==> src/design/cssq_defines.svh <==
// Constants for the converter start sequencer
// How it works
// - Mode picks lockout, pin, command or AND gating
// - Gate true waits turn-on delay, then regulates
// - Gate false regulates through turn-off delay, stops
// - Delays count whole soft-start periods
// - Power good released only when output in window
// - Command bit 7 powers on; bits 5:4 select margin
// - No pulses until soft-start exceeds feedback
// - Low-side on-time grows over first 128 pulses
// - After 128 pulses low side fully complementary
// - Over-voltage acted on in every state
// - Reference ramps from zero at rise-time slew
// - Margin none, high or low offsets reference
`ifndef CSSQ_DEFINES_SVH
`define CSSQ_DEFINES_SVH

// ****************************************
// Time base
// ****************************************
`define CSSQ_CLK_NS 10
`define CSSQ_TICK_NS 1000
`define CSSQ_TICK_CYCLES (`CSSQ_TICK_NS / `CSSQ_CLK_NS)
`define CSSQ_DIV_W 7
`define CSSQ_RISE_MIN_US 12'h006

// ****************************************
// Operation command and reference
// ****************************************
`define CSSQ_OP_ON_BIT 7
`define CSSQ_OP_MARGIN_LSB 4
`define CSSQ_VREF_NOM_MV 12'sh258
`define CSSQ_VREF_MAX_MV 12'sh3ff
`define CSSQ_PREBIAS_PULSES 8'h80

`endif

==> src/design/cssq_pkg.sv <==
// Types for the converter start sequencer
`default_nettype none
package cssq_pkg;
  typedef enum logic [1:0] {
    CSSQ_GATE_VIN  = 2'b00,
    CSSQ_GATE_PIN  = 2'b01,
    CSSQ_GATE_CMD  = 2'b10,
    CSSQ_GATE_BOTH = 2'b11
  } cssq_gate_e;

  typedef enum logic [1:0] {
    CSSQ_MRG_NONE = 2'b00,
    CSSQ_MRG_LOW  = 2'b01,
    CSSQ_MRG_HIGH = 2'b10,
    CSSQ_MRG_RSVD = 2'b11
  } cssq_margin_e;

  typedef enum logic [2:0] {
    CSSQ_OFF      = 3'b000,
    CSSQ_TON_WAIT = 3'b001,
    CSSQ_SOFT     = 3'b010,
    CSSQ_REG      = 3'b011,
    CSSQ_TOFF     = 3'b100
  } cssq_state_e;

  typedef struct packed {
    logic [9:0] ref_mv;
    logic [20:0] acc;
  } cssq_ramp_s;

  typedef struct packed {
    cssq_state_e st;
    logic [6:0] div;
    logic [11:0] tick_cnt;
    logic [3:0] per_cnt;
    logic gate;
    logic ss_done;
    logic [9:0] target;
    logic sw_en;
    logic [7:0] pulse_cnt;
    logic compl;
    logic pg;
    logic ov;
    logic regulating;
  } cssq_top_s;
endpackage
`default_nettype wire

==> src/design/cssq_ref_ramp.sv <==
// Reference ramp: slews the internal reference toward its target
`default_nettype none
`include "cssq_defines.svh"
module cssq_ref_ramp
  import cssq_pkg::*;
(
  // Clock and reset
  input wire logic mclk_i,
  input wire logic rst_n_i,
  // Control
  input wire logic clear_i,
  input wire logic run_i,
  input wire logic [9:0] target_i,
  input wire logic [19:0] ss_cycles_i,
  // Result
  output logic [9:0] ref_o,
  output logic at_target_o
);
  cssq_ramp_s s_q, s_d;
  logic [20:0] acc_sum;

  // Bresenham stepping: 600 mV over ss_cycles, at most one code per cycle
  always_comb begin
    s_d = s_q;
    acc_sum = s_q.acc + 21'(`CSSQ_VREF_NOM_MV);
    if (clear_i) begin
      s_d.ref_mv = 10'h000;
      s_d.acc = 21'h00000;
    end else if (run_i && (s_q.ref_mv != target_i)) begin
      if (acc_sum >= {1'b0, ss_cycles_i}) begin
        s_d.acc = acc_sum - {1'b0, ss_cycles_i};
        if (s_q.ref_mv < target_i) begin
          s_d.ref_mv = s_q.ref_mv + 10'h001;
        end else begin
          s_d.ref_mv = s_q.ref_mv - 10'h001;
        end
      end else begin
        s_d.acc = acc_sum;
      end
    end else begin
      s_d.acc = 21'h00000;
    end
  end

  always_ff @(posedge mclk_i or negedge rst_n_i) begin
    if (!rst_n_i) begin
      s_q <= '0;
    end else begin
      s_q <= s_d;
    end
  end

  assign ref_o = s_q.ref_mv;
  assign at_target_o = (s_q.ref_mv == target_i);
endmodule
`default_nettype wire

==> src/design/cssq_sequencer.sv <==
// Converter start sequencer: gating, delays, soft-start, pre-bias, power good
`default_nettype none
`include "cssq_defines.svh"
module cssq_sequencer
  import cssq_pkg::*;
(
  // Clock and reset
  input wire logic mclk_i,
  input wire logic reset_n_i,
  // Start gating
  input wire logic [1:0] on_off_mode_i,
  input wire logic vin_above_lockout_i,
  input wire logic control_input_pin_i,
  input wire logic [7:0] operation_cmd_i,
  // Timing configuration
  input wire logic [3:0] ton_delay_i,
  input wire logic [3:0] toff_delay_i,
  input wire logic [11:0] ton_rise_us_i,
  // Reference offsets in mV, two's complement
  input wire logic [7:0] vref_trim_i,
  input wire logic [7:0] margin_high_step_i,
  input wire logic [7:0] margin_low_step_i,
  // Analog monitors
  input wire logic [9:0] feedback_input_i,
  input wire logic fb_in_window_i,
  input wire logic fb_overvoltage_i,
  input wire logic switch_node_pulse_i,
  // Status and control outputs
  output logic regulating_o,
  output logic [9:0] reference_o,
  output logic switching_enable_o,
  output logic [7:0] low_side_ontime_o,
  output logic low_side_complementary_o,
  output logic ov_protect_o,
  // Open-drain power good
  output logic power_good_output_o,
  output logic power_good_output_oe_o
);
  logic rst_meta_q, rst_sync_q;
  cssq_top_s s_q, s_d;
  logic tick, gate_now, gate_changed, delay_done, ramp_clear, ramp_run, at_target;
  logic [3:0] cur_delay;
  logic [11:0] rise_us;
  logic [19:0] ss_cycles;
  logic signed [11:0] tgt_sum;
  logic [9:0] ramp_ref;

  // ****************************************
  // Reset release
  // ****************************************
  always_ff @(posedge mclk_i or negedge reset_n_i) begin
    if (!reset_n_i) begin
      rst_meta_q <= 1'b0;
      rst_sync_q <= 1'b0;
    end else begin
      rst_meta_q <= 1'b1;
      rst_sync_q <= rst_meta_q;
    end
  end

  // ****************************************
  // Helpers
  // ****************************************
  // Every mode still needs the input above lockout
  function automatic logic gate_of(input logic [1:0] mode, input logic vin, input logic pin,
                                   input logic [7:0] cmd);
    logic on;
    on = cmd[`CSSQ_OP_ON_BIT];
    case (cssq_gate_e'(mode))
      CSSQ_GATE_VIN: gate_of = vin;
      CSSQ_GATE_PIN: gate_of = vin & pin;
      CSSQ_GATE_CMD: gate_of = vin & on;
      default: gate_of = vin & pin & on;
    endcase
  endfunction

  function automatic logic signed [11:0] sext(input logic [7:0] v);
    sext = {{4{v[7]}}, v};
  endfunction

  // ****************************************
  // Derived values
  // ****************************************
  // Rise time floor keeps the ramp at no more than one code per cycle
  assign rise_us = (ton_rise_us_i < `CSSQ_RISE_MIN_US) ? `CSSQ_RISE_MIN_US : ton_rise_us_i;
  assign ss_cycles = 20'(rise_us * `CSSQ_TICK_CYCLES);
  assign gate_now = gate_of(on_off_mode_i, vin_above_lockout_i, control_input_pin_i, operation_cmd_i);
  assign gate_changed = gate_now != s_q.gate;
  assign cur_delay = (s_q.st == CSSQ_TON_WAIT) ? ton_delay_i : toff_delay_i;
  assign delay_done = (s_q.per_cnt >= cur_delay);
  assign tick = (s_q.div == 7'(`CSSQ_TICK_CYCLES - 1));
  assign ramp_clear = (s_q.st == CSSQ_OFF) || (s_q.st == CSSQ_TON_WAIT);
  assign ramp_run = !ramp_clear;

  always_comb begin
    tgt_sum = `CSSQ_VREF_NOM_MV + sext(vref_trim_i);
    case (cssq_margin_e'(operation_cmd_i[`CSSQ_OP_MARGIN_LSB +: 2]))
      CSSQ_MRG_HIGH: tgt_sum = tgt_sum + sext(margin_high_step_i);
      CSSQ_MRG_LOW: tgt_sum = tgt_sum + sext(margin_low_step_i);
      default: tgt_sum = tgt_sum;
    endcase
  end

  // ****************************************
  // Reference ramp
  // ****************************************
  cssq_ref_ramp u_ramp (
    .mclk_i(mclk_i),
    .rst_n_i(rst_sync_q),
    .clear_i(ramp_clear),
    .run_i(ramp_run),
    .target_i(s_q.target),
    .ss_cycles_i(ss_cycles),
    .ref_o(ramp_ref),
    .at_target_o(at_target)
  );

  // ****************************************
  // Sequencer
  // ****************************************
  always_comb begin
    s_d = s_q;
    s_d.gate = gate_now;
    s_d.div = tick ? 7'h00 : s_q.div + 7'h01;
    if (tgt_sum < 12'sh000) begin
      s_d.target = 10'h000;
    end else if (tgt_sum > `CSSQ_VREF_MAX_MV) begin
      s_d.target = 10'h3ff;
    end else begin
      s_d.target = tgt_sum[9:0];
    end
    // Delay counting in whole soft-start periods of 1 us ticks
    // Prescaler restarts too, else a free-running phase shortens the first period
    if (gate_changed) begin
      s_d.div = 7'h00;
      s_d.tick_cnt = 12'h000;
      s_d.per_cnt = 4'h0;
    end else if (tick && !delay_done) begin
      if (s_q.tick_cnt == rise_us - 12'h001) begin
        s_d.tick_cnt = 12'h000;
        s_d.per_cnt = s_q.per_cnt + 4'h1;
      end else begin
        s_d.tick_cnt = s_q.tick_cnt + 12'h001;
      end
    end
    case (s_q.st)
      CSSQ_OFF: begin
        s_d.ss_done = 1'b0;
        if (gate_now) begin
          s_d.st = CSSQ_TON_WAIT;
        end
      end
      CSSQ_TON_WAIT: begin
        if (!gate_now) begin
          s_d.st = CSSQ_OFF;
        end else if (!gate_changed && delay_done) begin
          s_d.st = CSSQ_SOFT;
        end
      end
      CSSQ_SOFT: begin
        if (!gate_now) begin
          s_d.st = CSSQ_TOFF;
        end else if (at_target) begin
          s_d.ss_done = 1'b1;
          s_d.st = CSSQ_REG;
        end
      end
      CSSQ_REG: begin
        if (!gate_now) begin
          s_d.st = CSSQ_TOFF;
        end
      end
      CSSQ_TOFF: begin
        if (gate_now) begin
          s_d.st = s_q.ss_done ? CSSQ_REG : CSSQ_SOFT;
        end else if (!gate_changed && delay_done) begin
          s_d.st = CSSQ_OFF;
        end
      end
      default: begin
        s_d.st = CSSQ_OFF;
      end
    endcase
    s_d.regulating = (s_d.st == CSSQ_SOFT) || (s_d.st == CSSQ_REG) || (s_d.st == CSSQ_TOFF);
    // Over-voltage is watched in every state, also off or below lockout
    s_d.ov = fb_overvoltage_i;
    // Pre-bias: hold pulses until the ramp passes the feedback level
    if (!s_q.regulating || fb_overvoltage_i) begin
      s_d.sw_en = 1'b0;
    end else if (ramp_ref > feedback_input_i) begin
      s_d.sw_en = 1'b1;
    end
    if (!s_q.regulating) begin
      s_d.pulse_cnt = 8'h00;
      s_d.compl = 1'b0;
    end else if (s_q.sw_en && switch_node_pulse_i && !s_q.compl) begin
      s_d.pulse_cnt = s_q.pulse_cnt + 8'h01;
      s_d.compl = (s_q.pulse_cnt == `CSSQ_PREBIAS_PULSES - 8'h01);
    end
    // Window held after start-up; any excursion drops it again
    s_d.pg = s_q.ss_done && ((s_q.st == CSSQ_REG) || (s_q.st == CSSQ_TOFF)) &&
             fb_in_window_i && !fb_overvoltage_i;
  end

  always_ff @(posedge mclk_i or negedge rst_sync_q) begin
    if (!rst_sync_q) begin
      s_q <= '0;
    end else begin
      s_q <= s_d;
    end
  end

  // ****************************************
  // Outputs
  // ****************************************
  assign regulating_o = s_q.regulating;
  assign reference_o = ramp_ref;
  assign switching_enable_o = s_q.sw_en;
  assign low_side_ontime_o = s_q.pulse_cnt;
  assign low_side_complementary_o = s_q.compl;
  assign ov_protect_o = s_q.ov;
  // Pin is only ever pulled low; released means enable off
  assign power_good_output_o = 1'b0;
  assign power_good_output_oe_o = !s_q.pg;
endmodule
`default_nettype wire

==> config.mk <==
export PLATFORM = sky130hd
export DESIGN_NAME = cssq_sequencer
export DESIGN_NICKNAME = d
export VERILOG_FILES = /design/src/design/cssq_pkg.sv /design/src/design/cssq_ref_ramp.sv /design/src/design/cssq_sequencer.sv
export VERILOG_INCLUDE_DIRS = /design/src /design/src/design
export SDC_FILE = /design/constraint.sdc
export NUM_CORES = 1
export LEC_CHECK = 0
export BUFFER_PORTS_ARGS = -buffer_cell sky130_fd_sc_hd__buf_2
export CAP_MARGIN = 30
export CORE_MARGIN = 2
export CORE_UTILIZATION = 40
export CTS_CLUSTER_DIAMETER = 150
export CTS_CLUSTER_SIZE = 8
export DETAILED_ROUTE_END_ITERATION = 7
export PLACE_DENSITY = 0.62
export SLEW_MARGIN = 15
export SYNTH_ARGS = -nofsm -noshare
export SYNTH_HDL_FRONTEND = slang
export SYNTH_HIERARCHICAL = 1
export SYNTH_SLANG_ARGS = --single-unit
==> constraint.sdc <==
create_clock -name mclk_i -period 7.5 [get_ports mclk_i]
set_input_delay 0.75 -clock mclk_i [delete_from_list [all_inputs] [get_ports mclk_i]]
set_output_delay 0.75 -clock mclk_i [all_outputs]
set_load 0.1 [all_outputs]
==> results.txt, run 1 <==
Pwr Density: 167.9 nW/um^2
status: finished, final reports clean
total gr overflow: 0
post-synth design cell area: 8697 um^2
pin count of the biggest net entering global routing: 48
DR vias/cell: 5.349
area of the core: 21150 um^2
Slew Viols, Final: 0
via count: 7211
clock share of power: 0.294
syn_area_per_cell: 8.654 um^2
Hold WS: 0.1687 ns
die area: 22940 um^2
Fillers: 2089
chip width: 151.5 um
Setup Crit Path Kind: in2reg
Int Pwr: 1026 uW
Layout area overhead: 10.33%
maxcap violations: 0
VDD IR max: 0.0001207 V
Netlist cell types: 90
skew final: 0.007532 ns
CTS tree: built
post-CTS sizing: 0
# IOs: 95
Initial DRC Count: 372
total track usage: 0.1871
cts hold-fix bufs: 0
Required @ worst endpoint: 7.73 ns
Final period util: 0.8726
sequential share of power: 0.303
TNS Setup: 0 ns
post-CTS setup buffer count: 0
fin crit period: 6.544 ns
DR DRC count: 0
Clock Path Buffers: 2
Net Sw Frac: 0.3630
worst min path class: in2async
ANT nets after route: 0
Pre-antenna DRT Iters: 5
Nets: 1272
clock latency on the worst-skew pair: 0.35 ns
HPWL after DPL: 15320 um
setup violators final: 0
initial antenna violation count: 0
Max FO, Critical Path: 9
Most used DFF post-synth: dfrtp_1
Antenna diodes: 0
Worst Setup End Kind: register
crit path DAT: 6.77 ns
startpoint types: input pin
net switching power: 584.7 uW
initial core utilization: 0.4111
port bufs: 88
GPL Wtd Cong: 0.8452
flops & latches, synth: 84
register area share after synthesis: 0.2417
final hold violations: 0
clock sinks: 84
Lkg Pwr: 0.004648 uW
first-pass GRT wire length: 34960 um
Synth async-reset ratio: 1.000
drt total wl: 19730 um
share of cells above drive strength 1: 0.1538
number of buffers inserted during clock tree synthesis: 9
H-tree levels: 3
WL/cell: 14.64 um
die height: 151.5 um
Gate power share: 0.403
clock-pin slew on the worst setup and hold paths: 0.07 ns
cell count after synthesis: 1005
Root Driver: clkbuf_16
Slew @ Worst Pin: 0.9575 ns
fmax: 0.1528 GHz
vias in the first global route: 7208
RSZ-0062 raised after global routing: no
relative slew slack: 0.3610
Post-synth EDFFs: 0
Yosys warnings: 6
Rows: 53
[through the flow]
stage	instances	utilization	area [um^2]	worst slack (ns)	power [uW]
global placement	1331	0.4384	9274	0.7388	1135
global route	1348	0.4536	9595	0.2667	1744
finish	1348	0.4536	9595	0.9558	1611
CTS	1347	0.4531	9584	0.9693	1628
floorplan	1008	-	8708	1.616	1013
detailed placement	1331	0.4384	9274	0.6403	1142
[flip-flops by register name, indices dropped and copies added (netlist names)]
signal / flops
low_side_complementary_o: 1
low_side_ontime_o: 8
ov_protect_o: 1
regulating_o: 1
rst_meta_q: 1
rst_sync_q: 1
s_q: 39
switching_enable_o: 1
u_ramp/ref_o: 10
u_ramp/s_q: 21
[worst max-delay path: stages]
cell and delay, ns:
buf_2 0.13, inv_1 0.10, ha_1 0.14, nor4b_2 0.36
nand3_2 0.17, nand2b_1 0.20, inv_1 0.11, ha_1 0.29
ha_1 0.31, fa_1 0.46, ha_1 0.35, a21o_1 0.20
a21oi_1 0.28, o21a_1 0.16, nor2_1 0.06, a41oi_1 0.25
nor2b_1 0.19, xnor2_1 0.17, inv_1 0.07, ha_1 0.40
a21oi_1 0.23, o21a_1 0.17, nor2b_1 0.37, a211o_1 0.39
a21oi_1 0.13, mux2_1 0.32
[cells in the mapped netlist (all sizes together) (3+ instances only)]
cell type    n  area share
o22ai        5      0.0036
o21bai       5      0.0043
xnor2       66       0.066
or2          6      0.0043
clkbuf      18      0.0079
mux2i       14       0.016
a211oi      17       0.015
o21ai       37       0.022
o2111ai      3      0.0030
and3        16       0.012
a21oi       65       0.038
nand3b       3      0.0026
o221a        3      0.0039
nand2       54       0.024
nand2b      10      0.0072
mux2        10       0.013
buf         31       0.025
inv         97       0.042
nor2        60       0.026
nor3        26       0.016
o41ai        3      0.0030
o31ai        4      0.0056
a21o        18       0.016
dfrtp       84        0.24
nand4       12       0.010
o21a        15       0.013
nor4         5      0.0058
or3          7      0.0056
a211o        3      0.0030
nor2b       18       0.013
ha         123        0.18
a31oi       10      0.0072
o211ai      13       0.012
and2        16       0.012
nand3       52       0.032
fa          10       0.023
a21boi       7      0.0073
xor2        26       0.026
[power by group through the flow]
stage | Sequential, uW | Combinational, uW | Clock [uW]
detailed placement | 498 | 644 | 0
CTS | 489 | 651 | 487
finish | 489 | 649 | 473
floorplan | 501 | 513 | 0
global placement | 498 | 637 | 0
global route | 492 | 743 | 509
[path summary, 6_finish.rpt]
check	slack, ns	start	depth (start not counted)	to
max	0.96	ton_rise_us_i[10]	26	u_ramp/ref_o[9]
min	0.17	reset_n_i	1	rst_sync_q
max reg2reg	3.38	u_ramp/ref_o[3]	13	u_ramp/ref_o[9]
min reg2reg	0.30	rst_sync_q	0	low_side_ontime_o[2]
min in group mclk_i	0.35	rst_meta_q	0	rst_sync_q
max in group asynchronous	6.19	rst_sync_q	1	s_q[45]
[layout make-up]
| cell class | count | area, um^2 | share of cell area |
|---|---|---|---|
| tap | 275 | 344.1 | 0.03586 |
| inverter | 98 | 367.9 | 0.03834 |
| timing repair buffer | 98 | 519.2 | 0.05411 |
| clock buffer | 10 | 239.0 | 0.02491 |
| sequential | 84 | 2106 | 0.2195 |
| clock inverter | 6 | 71.32 | 0.007433 |
| multi-input combinational | 777 | 5948 | 0.6199 |
[metal layers]
metal	part of all wire	wire, um	vias up	GRT usage
met5	0	0	-	0
met4	0.015	301	0	0.05234
met3	0.042	833	18	0.01976
met2	0.46	9112	169	0.3104
met1	0.48	9484	3384	0.2589
li1	-	-	3640	-
[cell usage in the layout, fill, tap and decap left out, drive strengths merged, types with 5 or more instances in the layout]
master  netlist  layout
fa           10      10
nand4        12      12
nor4          5       5
xnor2        66      66
ha          123     123
nand2b       10      10
o21bai        5       5
o21ai        37      37
nand3        52      52
a211oi       17      17
a21o         18      18
nor3         26      26
buf          31      98
a31oi        10      10
or3           7       7
clkbuf       18      10
xor2         26      26
or2           6       6
o21a         15      15
and2         16      16
inv          97      99
nand2        54      54
a21oi        65      65
dfrtp        84      84
mux2i        14      14
o22ai         5       5
a21boi        7       7
mux2         10      10
nor2b        18      18
and3         16      16
o211ai       13      13
conb          2       5
nor2         60      60
[cells by family (layout without fill, tap and decap cells)]
logic type | count (synthesis) | in the layout | synth area share
compound gates | 227 | 227 | 0.1775
xor+xnor | 92 | 92 | 0.09265
fa+ha+maj | 133 | 133 | 0.2000
buf+inv | 147 | 212 | 0.07567
flops | 84 | 84 | 0.2417
mux | 24 | 24 | 0.02906
other cells | 2 | 5 | 0.0008635
simple gates | 296 | 296 | 0.1826
No activity file was read; power rests on OpenSTA's default activity.
==> inputs of run 2 (changes only) <==
- BUFFER_PORTS_ARGS: -buffer_cell sky130_fd_sc_hd__buf_2 -> -buffer_cell sky130_fd_sc_hd__clkbuf_2
==> run 2 against run 1 <==
Against the previous run:
- sequential share of layout area about the same
- clock skew increased by 0.0012 ns
- non-clock buffer count decreased by 3
- maximum frequency decreased by 0.92%
- global-route usage about the same
- worst hold slack got worse by 0.0044 ns
- combinational power about the same
- cell area increased by 0.10%
- register-to-register slack improved by 0.06 ns
- critical path type unchanged
==> results.txt, run 2 (same netlist as run 1, synthesis figures left out) <==
setup violators final: 0 (unchanged)
Nets: 1269 (-0.24%)
Rows: 53 (unchanged)
Required @ worst endpoint: 7.74 ns (about the same)
clock latency on the worst-skew pair: 0.36 ns (about the same)
drt total wl: 19840 um (+0.54%)
port bufs: 88 (unchanged)
area of the core: 21150 um^2 (unchanged)
final hold violations: 0 (unchanged)
via count: 7153 (-0.80%)
CP dominant cell by count: ha_1
pin count of the biggest net entering global routing: 49 (+2.1%)
Critical Path Start: ton_rise_us_i[10]
die height: 151.5 um (unchanged)
maxcap violations: 0 (unchanged)
Net Sw Frac: 0.3557 (-0.007317)
Worst R2R Start: u_ramp/ref_o[3]
Clock Path Buffers: 2 (unchanged)
Slew Viols, Final: 0 (unchanged)
startpoint types: input pin
R2R Setup Slk: 3.44 ns (+0.06 ns)
Fillers: 2079 (-0.48%)
most common cell after layout, fill and taps aside: ha_1
fmax: 0.1514 GHz (-0.92%)
Setup Crit Path Kind: in2reg
sequential share of power: 0.297 (-0.006)
Slew @ Worst Pin: 0.9531 ns (-0.004352 ns)
Layout area overhead: 10.44%
clock share of power: 0.310 (+0.016)
number of buffers inserted during clock tree synthesis: 9 (unchanged)
GPL Wtd Cong: 0.8656 (+2.4%)
HPWL after DPL: 15350 um (+0.20%)
status: finished, final reports clean
TNS Setup: 0 ns (unchanged)
cts hold-fix bufs: 0 (unchanged)
Final period util: 0.8806 (+0.008095)
Worst Setup End Kind: register
# IOs: 95 (unchanged)
chip width: 151.5 um (unchanged)
worst min path class: in2async
Root Driver: clkbuf_16
die area: 22940 um^2 (unchanged)
Gate power share: 0.393 (-0.010)
VDD IR max: 0.0001324 V (+9.8%)
Hold WS: 0.1642 ns (-0.004438 ns)
Worst path max stage delay: 0.49 ns (+0.03 ns)
Int Pwr: 1060 uW (+3.3%)
relative slew slack: 0.3646 (+0.003547)
RSZ-0062 raised after global routing: no
post-CTS sizing: 0 (unchanged)
skew final: 0.008687 ns (+0.001155 ns)
first-pass GRT wire length: 34500 um (-1.3%)
Slowest cell on crit path: a211o_1
Lkg Pwr: 0.004637 uW (-0.23%)
WL/cell: 14.75 um (+0.76%)
clock sinks: 84 (unchanged)
Pre-antenna DRT Iters: 4 (-1)
Largest register FFs: 39 (unchanged)
Pwr Density: 171.2 nW/um^2 (+2.0%)
vias in the first global route: 7218 (+0.14%)
Initial DRC Count: 329 (-12%)
Crit path max-delay family: adder cells
ANT nets after route: 0 (unchanged)
H-tree levels: 3 (unchanged)
post-CTS setup buffer count: 0 (unchanged)
total track usage: 0.1866 (-0.0004344)
Antenna diodes: 0 (unchanged)
total gr overflow: 0 (unchanged)
Max FO, Critical Path: 12 (+3)
initial antenna violation count: 0 (unchanged)
share of cells above drive strength 1: 0.1514 (-0.002373)
CTS tree: built
Worst Path Buf+Inv: 4 (unchanged)
DR DRC count: 0 (unchanged)
DR vias/cell: 5.318 (-0.58%)
most flop-heavy register: s_q
net switching power: 585.0 uW (about the same)
initial core utilization: 0.4111 (unchanged)
commonest cells after routing, fill and taps aside: ha_1 (123), inv_1 (96), clkbuf_2 (88), dfrtp_1 (83), xnor2_1 (66)
crit path DAT: 6.85 ns (+0.08 ns)
clock-pin slew on the worst setup and hold paths: 0.07 ns (about the same)
fin crit period: 6.605 ns (+0.06072 ns)
==> run 2: layout make-up <==
type / count / area [um^2] / area share
multi-input cells: 777 / 5948 / 0.6193
clock buffers: 10 / 239.0 / 0.02488
well taps: 275 / 344.1 / 0.03582
flip-flops and latches: 84 / 2106 / 0.2192
repair buffers: 95 / 505.5 / 0.05262
inverters: 98 / 367.9 / 0.03830
clock inverters: 6 / 95.09 / 0.009900
==> run 2: through the flow <==
step	util	cell area (um^2)	setup WS (ns)	total power [uW]	cells
after floorplan	-	8708	1.616	1013	1008
after global placement	0.4383	9271	0.6800	1135	1329
after detailed placement	0.4383	9271	0.5956	1140	1329
after CTS	0.4541	9605	0.9257	1663	1345
after global routing	0.4541	9605	0.3948	1774	1345
final	0.4541	9605	0.8951	1645	1345
==> run 2: final timing paths <==
check	end	depth (start not counted)
max reg2reg	u_ramp/ref_o[9]	13
max in group asynchronous	s_q[47]	1
min	rst_sync_q	1
max	u_ramp/ref_o[9]	26
min reg2reg	s_q[20]	0
min in group mclk_i	rst_sync_q	0
==> run 2: power groups by stage <==
stage,clock network [uW],registers [uW],logic (uW)
2_1_floorplan,0,501,513
3_3_place_gp,0,498,637
3_5_place_dp,0,498,643
4_1_cts,524,489,649
5_1_grt,541,493,741
6_report,510,489,646
==> run 2: layer usage <==
layer / part of all wire / vias to the layer above / track usage
met5: 0 / - / 0
met4: 0.015 / 0 / 0.04907
met3: 0.031 / 18 / 0.02335
met2: 0.46 / 120 / 0.3102
met1: 0.49 / 3377 / 0.2569
li1: - / 3638 / -
